**src/logic/wdnmi_regs.svh**
```systemverilog
// Register offsets, field positions, reset values and timing counts of the watchdog.
// Assumes an APB slave with 32-bit data and word-aligned byte addresses.
`ifndef WDNMI_REGS_SVH
`define WDNMI_REGS_SVH

`define WDNMI_COUNT_OFS      12'h000
`define WDNMI_CTRL_OFS       12'h004
`define WDNMI_FRZ_SET_OFS    12'h008
`define WDNMI_FRZ_CLR_OFS    12'h00c
`define WDNMI_STATUS_OFS     12'h010
`define WDNMI_SYSCTRL_OFS    12'h014

`define WDNMI_COUNT_W        9
`define WDNMI_GUARD_LSB      9
`define WDNMI_GUARD_MSB      15
`define WDNMI_CTRL_DIRRST    0
`define WDNMI_FREEZE_BIT     0
`define WDNMI_REMAP_W        2

`define WDNMI_COUNT_RST      9'h0ff
`define WDNMI_RESET_LEVEL    9'h1f0
`define WDNMI_REMAP_RST      2'h0

`define WDNMI_CLK_PERIOD_PS  5000
`define WDNMI_TICK_PERIOD_US 10240
`define WDNMI_TICK_CYCLES    ((`WDNMI_TICK_PERIOD_US * 1000 * 1000) / `WDNMI_CLK_PERIOD_PS)

`endif

```
**src/logic/wdnmi_pkg.sv**
```systemverilog
// Types shared by the watchdog design.
// Assumes the constants of wdnmi_regs.svh for field widths.
package wdnmi_pkg;

  typedef struct packed {
    logic        psel;
    logic        penable;
    logic        pwrite;
    logic [11:0] paddr;
    logic [31:0] pwdata;
  } wdnmi_apb_req_t;

  typedef struct packed {
    logic        prdata_valid;
    logic [31:0] prdata;
  } wdnmi_apb_rsp_t;

  typedef enum logic [1:0] {
    WDNMI_RUN,
    WDNMI_NMI_SENT,
    WDNMI_EXPIRED
  } wdnmi_state_t;

endpackage

```
**src/logic/wdnmi_top.sv**
```systemverilog
// Watchdog with non-maskable interrupt and system reset request, APB register slave.
// Assumes one 200 MHz clock pclk, reset presetn, and that the reset controller
// answers sys_reset_req by pulsing presetn low for the whole system.
// Also assumes hw_resetn comes from the pin and power-on resets only, and that
// debug_halted is already synchronous to pclk.
//
// Our own choices: the APB slave port and the address map.
`timescale 1ns/100ps
`include "wdnmi_regs.svh"

module wdnmi_top #(
  parameter int unsigned TICK_CYCLES = `WDNMI_TICK_CYCLES
) (
  input  wire logic                    pclk,
  input  wire logic                    presetn,
  input  wire logic                    hw_resetn,
  input  wire logic                    psel,
  input  wire logic                    penable,
  input  wire logic                    pwrite,
  input  wire logic [11:0]             paddr,
  input  wire logic [31:0]             pwdata,
  output logic      [31:0]             prdata,
  output logic                         pready,
  output logic                         pslverr,
  input  wire logic                    debug_halted,
  output logic                         nmi_req,
  output logic                         sys_reset_req,
  output logic                         debug_freeze,
  output logic      [`WDNMI_REMAP_W-1:0] boot_remap_select
);

  localparam int unsigned TW = $clog2(TICK_CYCLES + 1);

  // Bus request carrier and watchdog state.
  wdnmi_pkg::wdnmi_apb_req_t req;
  wdnmi_pkg::wdnmi_state_t   state_q;
  wdnmi_pkg::wdnmi_state_t   state_d;

  // Registers of the block, with the tick strobe and the next count.
  logic [TW-1:0]               tick_cnt_q;
  logic                        tick;
  logic [`WDNMI_COUNT_W-1:0]   count_q;
  logic [`WDNMI_COUNT_W-1:0]   count_d;
  logic                        direct_rst_q;
  logic                        freeze_q;
  logic                        nmi_q;
  logic                        rst_req_q;
  logic [`WDNMI_REMAP_W-1:0]   remap_q;
  logic [31:0]                 rdata_q;

  // Bus and counter decode.
  logic                        wr_acc;
  logic                        rd_acc;
  logic                        sel_count;
  logic                        sel_ctrl;
  logic                        sel_fset;
  logic                        sel_fclr;
  logic                        sel_stat;
  logic                        sel_sys;
  logic                        mapped;
  logic                        guard_ok;
  logic                        count_wr;
  logic                        frozen;
  logic                        step;
  logic                        at_zero;
  logic                        at_or_below_zero;
  logic                        at_reset_level;
  logic [31:0]                 rdata_d;

  // Write strobes, expiry decode and next values.
  logic [TW-1:0]               tick_cnt_d;
  logic                        wr_ctrl;
  logic                        wr_fset;
  logic                        wr_fclr;
  logic                        wr_sys;
  logic                        set_direct;
  logic                        set_freeze;
  logic                        clr_freeze;
  logic                        nmi_mode;
  logic                        nmi_arm;
  logic                        nmi_expire;
  logic                        direct_expire;
  logic                        handler_lift;
  logic                        enter_nmi;
  logic                        expire_next;
  logic [2:0]                  status_bits;

  // Signed view of the 9-bit count: bit 8 is the sign.
  function automatic logic le_signed(input logic [`WDNMI_COUNT_W-1:0] a,
                                     input logic [`WDNMI_COUNT_W-1:0] b);
    le_signed = $signed(a) <= $signed(b);
  endfunction

  // One address comparator shared by every register select.
  function automatic logic addr_hit(input logic [11:0] addr,
                                    input logic [11:0] ofs);
    addr_hit = addr == ofs;
  endfunction

  assign req.psel    = psel;
  assign req.penable = penable;
  assign req.pwrite  = pwrite;
  assign req.paddr   = paddr;
  assign req.pwdata  = pwdata;

  // Zero wait states: every access completes in its first access cycle.
  assign pready  = 1'b1;
  assign wr_acc  = req.psel && req.penable && req.pwrite;
  assign rd_acc  = req.psel && !req.penable && !req.pwrite;

  // Register map, one aligned word each:
  //   count       signed count in bits 8 to 0, the guard field above must be zero;
  //   control     direct-reset select in bit 0, which can only be set;
  //   freeze set  a one in bit 0 holds the counter in NMI mode only, reads back the freeze;
  //   freeze clr  a one in bit 0 releases it, reads back the freeze;
  //   status      read only: reset request, interrupt pulse, frozen;
  //   sysctrl     boot remap select, which a watchdog reset keeps.
  // Unmapped words answer with an error and read as zero.
  assign sel_count = addr_hit(req.paddr, `WDNMI_COUNT_OFS);
  assign sel_ctrl  = addr_hit(req.paddr, `WDNMI_CTRL_OFS);
  assign sel_fset  = addr_hit(req.paddr, `WDNMI_FRZ_SET_OFS);
  assign sel_fclr  = addr_hit(req.paddr, `WDNMI_FRZ_CLR_OFS);
  assign sel_stat  = addr_hit(req.paddr, `WDNMI_STATUS_OFS);
  assign sel_sys   = addr_hit(req.paddr, `WDNMI_SYSCTRL_OFS);
  assign mapped    = sel_count | sel_ctrl | sel_fset | sel_fclr | sel_stat | sel_sys;
  assign pslverr   = req.psel && req.penable && !mapped;

  // A runaway program writing all ones never gets through the guard bits.
  assign guard_ok = req.pwdata[`WDNMI_GUARD_MSB:`WDNMI_GUARD_LSB] == 7'h00;
  assign count_wr = wr_acc && sel_count && guard_ok;

  // Write strobes, one per register; each lands at the access edge only.
  assign wr_ctrl = wr_acc && sel_ctrl;
  assign wr_fset = wr_acc && sel_fset;
  assign wr_fclr = wr_acc && sel_fclr;
  assign wr_sys  = wr_acc && sel_sys;

  // The select bit can only be raised; writing zero to it changes nothing.
  assign set_direct = wr_ctrl && req.pwdata[`WDNMI_CTRL_DIRRST];
  // With direct reset selected a software freeze is refused outright.
  assign set_freeze = wr_fset && req.pwdata[`WDNMI_FREEZE_BIT] && !direct_rst_q;
  assign clr_freeze = wr_fclr && req.pwdata[`WDNMI_FREEZE_BIT];

  // Debug halt freezes regardless of software; software freeze only in NMI mode.
  assign frozen = debug_halted || (freeze_q && !direct_rst_q);
  assign debug_freeze = debug_halted;

  assign tick = tick_cnt_q == TW'(TICK_CYCLES - 1);
  assign step = tick && !frozen;

  assign at_zero          = count_q == 9'h000;
  assign at_or_below_zero = le_signed(count_q, 9'h000);
  assign at_reset_level   = le_signed(count_q, `WDNMI_RESET_LEVEL);

  // Expiry conditions per mode; direct mode skips the interrupt stage.
  assign nmi_mode      = !direct_rst_q;
  assign nmi_arm       = nmi_mode && at_zero;
  assign nmi_expire    = nmi_mode && at_reset_level;
  assign direct_expire = direct_rst_q && at_or_below_zero;
  // A handler rewrite above zero leaves the interrupt stage and re-arms it.
  assign handler_lift  = !at_or_below_zero;

  // The interrupt fires on entry into its stage, never while staying there.
  assign enter_nmi   = state_q == wdnmi_pkg::WDNMI_RUN && state_d == wdnmi_pkg::WDNMI_NMI_SENT;
  assign expire_next = state_d == wdnmi_pkg::WDNMI_EXPIRED;
  assign status_bits = {rst_req_q, nmi_q, frozen};
  // The prescaler wraps by itself; the tick is its last count.
  assign tick_cnt_d  = tick ? '0 : tick_cnt_q + TW'(1);

  // A software write beats a tick in the same cycle, so a handler that writes
  // just as the tick lands never loses its value. The count holds at the
  // reset level instead of wrapping back to a positive value.

  always_comb
  begin
    count_d = count_q;
    if (count_wr)
      count_d = req.pwdata[`WDNMI_COUNT_W-1:0];
    else if (step && !at_reset_level)
      count_d = count_q - 9'h001;
  end

  always_comb
  begin
    state_d = state_q;
    case (state_q)
      wdnmi_pkg::WDNMI_RUN:
      begin
        if (direct_expire)
          state_d = wdnmi_pkg::WDNMI_EXPIRED;
        else if (nmi_expire)
          state_d = wdnmi_pkg::WDNMI_EXPIRED;
        else if (nmi_arm)
          state_d = wdnmi_pkg::WDNMI_NMI_SENT;
      end
      wdnmi_pkg::WDNMI_NMI_SENT:
      begin
        // A handler rewrite lifts the count and re-arms the interrupt stage.
        if (nmi_expire || direct_expire)
          state_d = wdnmi_pkg::WDNMI_EXPIRED;
        else if (handler_lift)
          state_d = wdnmi_pkg::WDNMI_RUN;
      end
      wdnmi_pkg::WDNMI_EXPIRED:
        state_d = wdnmi_pkg::WDNMI_EXPIRED;
      default:
        state_d = wdnmi_pkg::WDNMI_RUN;
    endcase
  end

  always_comb
  begin
    rdata_d = 32'h0000_0000;
    if (sel_count)
      rdata_d[`WDNMI_COUNT_W-1:0] = count_q;
    else if (sel_ctrl)
      rdata_d[`WDNMI_CTRL_DIRRST] = direct_rst_q;
    else if (sel_fset || sel_fclr)
      rdata_d[`WDNMI_FREEZE_BIT] = freeze_q;
    else if (sel_stat)
      rdata_d[2:0] = status_bits;
    else if (sel_sys)
      rdata_d[`WDNMI_REMAP_W-1:0] = remap_q;
  end

  // The reset controller turns sys_reset_req into presetn, which reloads 255.
  // Each register sits in a short process of its own so that its reset and
  // its update can be read side by side.

  // The prescaler runs on while the counter is frozen; a release then steps
  // on the regular tick grid instead of restarting a fresh period.
  always_ff @(posedge pclk or negedge presetn)
  begin
    if (!presetn)
      tick_cnt_q <= '0;
    else
      tick_cnt_q <= tick_cnt_d;
  end

  // The count is the only state that a handler rewrite touches directly.
  always_ff @(posedge pclk or negedge presetn)
  begin
    if (!presetn)
      count_q <= `WDNMI_COUNT_RST;
    else
      count_q <= count_d;
  end

  // Once expired the state stays put; only the system reset it asks for leaves it.
  always_ff @(posedge pclk or negedge presetn)
  begin
    if (!presetn)
      state_q <= wdnmi_pkg::WDNMI_RUN;
    else
      state_q <= state_d;
  end

  always_ff @(posedge pclk or negedge presetn)
  begin
    if (!presetn)
      direct_rst_q <= 1'b0;
    else if (set_direct)
      direct_rst_q <= 1'b1;
  end

  // Set and clear sit at different addresses, so they never meet in one cycle.
  // A freeze set before direct reset was selected stays, but no longer holds.
  always_ff @(posedge pclk or negedge presetn)
  begin
    if (!presetn)
      freeze_q <= 1'b0;
    else if (set_freeze)
      freeze_q <= 1'b1;
    else if (clr_freeze)
      freeze_q <= 1'b0;
  end

  // A registered pulse keeps the interrupt line free of decode glitches.
  always_ff @(posedge pclk or negedge presetn)
  begin
    if (!presetn)
      nmi_q <= 1'b0;
    else
      nmi_q <= enter_nmi;
  end

  // The request stands as a level until presetn drops, so a slow reset
  // controller cannot miss it.
  always_ff @(posedge pclk or negedge presetn)
  begin
    if (!presetn)
      rst_req_q <= 1'b0;
    else
      rst_req_q <= expire_next;
  end

  // Read data is captured in the setup cycle and stands through the access,
  // which lets pready stay high without a wait state.
  always_ff @(posedge pclk or negedge presetn)
  begin
    if (!presetn)
      rdata_q <= 32'h0000_0000;
    else if (rd_acc)
      rdata_q <= rdata_d;
  end

  // Remap lives on the hardware reset only, so a watchdog reset leaves it alone.
  always_ff @(posedge pclk or negedge hw_resetn)
  begin
    if (!hw_resetn)
      remap_q <= `WDNMI_REMAP_RST;
    else if (wr_sys)
      remap_q <= req.pwdata[`WDNMI_REMAP_W-1:0];
  end

  // The system control word carries only the remap field; the debug-enable bit
  // has no address here, so software has no path to it.
  assign boot_remap_select = remap_q;
  assign prdata            = rdata_q;
  assign nmi_req           = nmi_q;
  assign sys_reset_req     = rst_req_q;

endmodule // wdnmi_top

```
**config.mk**
```make
export PLATFORM = sky130hd
export DESIGN_NAME = wdnmi_top
export DESIGN_NICKNAME = d
export VERILOG_FILES = /design/src/logic/wdnmi_pkg.sv /design/src/logic/wdnmi_top.sv
export VERILOG_INCLUDE_DIRS = /design/src /design/src/logic
export SDC_FILE = /design/constraint.sdc
export NUM_CORES = 1
export LEC_CHECK = 0
export ABC_AREA = 1
export BUFFER_PORTS_ARGS = -buffer_cell sky130_fd_sc_hd__clkbuf_2
export CORE_MARGIN = 5
export CORE_UTILIZATION = 45
export DETAILED_ROUTE_END_ITERATION = 10
export GPL_TIMING_DRIVEN = 0
export PLACE_DENSITY_LB_ADDON = 0.12
export SKIP_CTS_REPAIR_TIMING = 1
export SYNTH_ARGS = -nofsm -noshare
export SYNTH_HDL_FRONTEND = slang
export SYNTH_SLANG_ARGS = --single-unit
```
**constraint.sdc**
```tcl
create_clock -name pclk -period 2.3 [get_ports pclk]
set_clock_uncertainty 0.2 [all_clocks]
set_input_delay 0.46 -clock pclk [delete_from_list [all_inputs] [get_ports pclk]]
set_output_delay 0.46 -clock pclk [all_outputs]
set_load 0.05 [all_outputs]
```
==> results.cfg <==
[synthesis]
synth_xor_area_frac = 0.0472
synth_top_area_frac = 0.312
synth_top_family_by_area = simple AND/OR/NAND/NOR gates
syn_area_per_cell_sq_um = 7.23
yosysSeqAreaShare = 0.382
synthTopCellsByArea = dfrtp_1, nand2_1, inv_1, nand3_1, dfstp_2
synth_async_sr_flop_share = 1.00
synth_area_sq_mm = 0.00297
yosysMostFrequentCell = nand2_1
synthAdderAreaFrac = 0.0126
synth_mux_area_frac = 0
yosys_warnings = 0
ys_ff_latch = 45
yosysTopAreaCell = dfrtp_1
synth-compound-area-share = 0.0413
synthFlopType = dfrtp_1
syn_inst = 411
yosys.area_share.simple = 0.359
synth_common_cells = nand2_1, inv_1, nor2_1, nand3_1, dfrtp_1
synth_edf_count = 0
netlist-cell-type-count = 33

[clock_network]
cts_tree = yes
clock_latency_ns = 0.29
clk_path_buf_depth = 2
cts_made_buffers = 5
path_clk_slew_ns = 0.09
htreeDepth = 2
root_buffer = clkbuf_8
cts_sinks = 45

[grt]
grt_max_degree = 44
grt_antenna_before_repair = 0
grt_use_total = 0.163
grt_pass1_wl_um = 11500
overflow = 0
grt_pass1_vias = 2642

[worst_setup_path]
end_kind = output port
cpMaxStageDelayCell = clkbuf_2
critPathTopFamily = simple AND/OR/NAND/NOR gates
path_cells = clkbuf_2 > inv_1 > nand2_2 > nor2_4 > inv_4 > nor3_2 > nor4_4 > clkbuf_2
path_class = in -> out
cp-start-kind = primary input
cp_common_cell = clkbuf_2
crit_path_max_fanout = 9
cpPeakStageDelay_ns = 0.24
crit_buf_inv = 4
required_ns = 1.64
critical_path_arrival_ns = 1.51

[power_and_ir_drop]
p_total_mw = 1.65
peakVddDrop_uv = 268
leakage_nw = 1.87
power_density_mw_per_mm2 = 463

[final_layout]
n_antenna_cell = 0
drive_gt1_frac = 0.230
syn_to_final_growth_pct = 19.8
fin_util = 0.557
nNetsFinal = 544

[die]
row_count = 29
ioPinCount = 90
dieArea_sq_mm = 0.00833
dieHeight_um = 91.2
die_x_um = 91.2
start_util = 0.465
core-area_sq_mm = 0.00639

[sta]
finalSetupViolCount = 0
relSlewSlack = 0.299
timing.fmax_ghz = 0.462
fin_crit_ns = 2.17
setup_slack_ns = 0.134
hold_viol_final = 0
drv_slew = 0
worst-slew-pin-transition_ns = 1.05
fin_crit_sh = 0.942
rsz0062_at_grt = false

[run_status]
status = finished clean

[flow_run]
drv_cap = 0

[placement]
dp_hpwl_um = 5340
routabilityCongestion = 0.879
port-buffer-count = 49
pre_cts_slack_ns = -0.00235

[drt]
drt_first_iter_violations = 106
wl_um = 6700
vias = 2682
routed_via_density = 4.72
ant_nets = 0
wire_per_inst_um = 11.8
drc = 0
dr.pass1.iters = 4

[min_path]
min_path_type = in -> async
-- final timing paths --
| path | from | endpoint | slack (ns) | depth (start not counted) |
|---|---|---|---|---|
| worst min register to register | count_q[1]$_DFFE_PN1P_ | count_q[1]$_DFFE_PN1P_ | 0.29 | 2 |
| min in group pclk | pwdata[1] | boot_remap_select[1]$_DFFE_PN0P_ | 0.23 | 3 |
| max in group asynchronous | presetn | count_q[8]$_DFFE_PN0P_ | 1.11 | 1 |
| worst max-delay path | paddr[9] | pslverr | 0.13 | 8 |
| worst min-delay path | presetn | tick_cnt_q[12]$_DFF_PN0_ | 0.14 | 1 |
| worst max register to register | count_q[0]$_DFFE_PN1P_ | count_q[2]$_DFFE_PN1P_ | 0.22 | 9 |
-- cell usage in the layout (no fill, tap or decap), types with 3 or more instances in the layout --
| cell | synthesis | final |
|---|---|---|
| clkbuf_2 | 0 | 49 |
| o21ai_0 | 8 | 8 |
| nand3_1 | 45 | 45 |
| o31ai_1 | 6 | 6 |
| nand2_1 | 97 | 97 |
| dfrtp_1 | 37 | 37 |
| xor2_1 | 14 | 14 |
| ha_1 | 3 | 3 |
| nor2_1 | 48 | 47 |
| nand4_1 | 11 | 11 |
| buf_4 | 26 | 26 |
| conb_1 | 2 | 24 |
| nor3_2 | 1 | 4 |
| nor3_1 | 18 | 15 |
| dfstp_2 | 8 | 8 |
| clkbuf_8 | 0 | 6 |
| inv_1 | 60 | 60 |
-- routing by layer --
layer  up-vias  part of all wire  track usage
met1      1201              0.43        0.200
met3         8             0.052       0.0380
met5         -                 0            0
met2        64              0.50        0.286
li1       1409                 -            -
met4         0             0.013       0.0452
-- state kept, by name (all words and copies together), names as in the netlist --
signal	count
sys_reset_req	1
state_q	2
boot_remap_select	2
freeze_q	1
count_q	9
direct_rst_q	1
nmi_req	1
tick_cnt_q	19
prdata	9
-- worst reg2reg max path, delay by kind of cell (launching register included) --
kind | cells | cell delay [ns]
AOI/OAI and AO/OA | 1 | 0.15
adders and majority gates | 1 | 0.22
buffers and inverters | 1 | 0.07
DFF | 1 | 0.56
and+or+nand+nor | 6 | 0.84
-- where the power goes --
| group | switching, mW | internal [mW] | leakage, nW |
|---|---|---|---|
| Clock | 0.269 | 0.353 | 0.0574 |
| Combinational | 0.163 | 0.0672 | 1.25 |
| Sequential | 0.00163 | 0.794 | 0.567 |
| Total | 0.434 | 1.21 | 1.87 |
-- layout make-up --
class / instances / area (sq um)
buffer: 28 / 218
clock buffer: 6 / 82.6
clock inverter: 2 / 37.5
fill: 636 / 2830
inverter: 63 / 241
multi-input combinational: 297 / 1490
sequential: 45 / 1140
tap: 77 / 96.3
timing repair buffer: 50 / 255
-- cell families after synthesis --
group / Yosys count
flops: 45
fa+ha+maj: 3
compound gates: 20
xor+xnor: 16
simple gates: 234
buf+inv: 91
other cells: 2
-- metrics by stage --
stage	cells	hold WS [ns]	setup TNS (ns)	area, sq um
2_1_floorplan	433	-0.0356	0	3070
3_3_place_gp	559	0.0504	0	3410
3_5_place_dp	559	0.0528	-0.00235	3410
4_1_cts	567	-0.260	-0.00474	3530
5_1_grt	568	0.231	0	3560
6_report	568	0.140	0	3560
No activity file was read; power rests on OpenSTA's default activity.
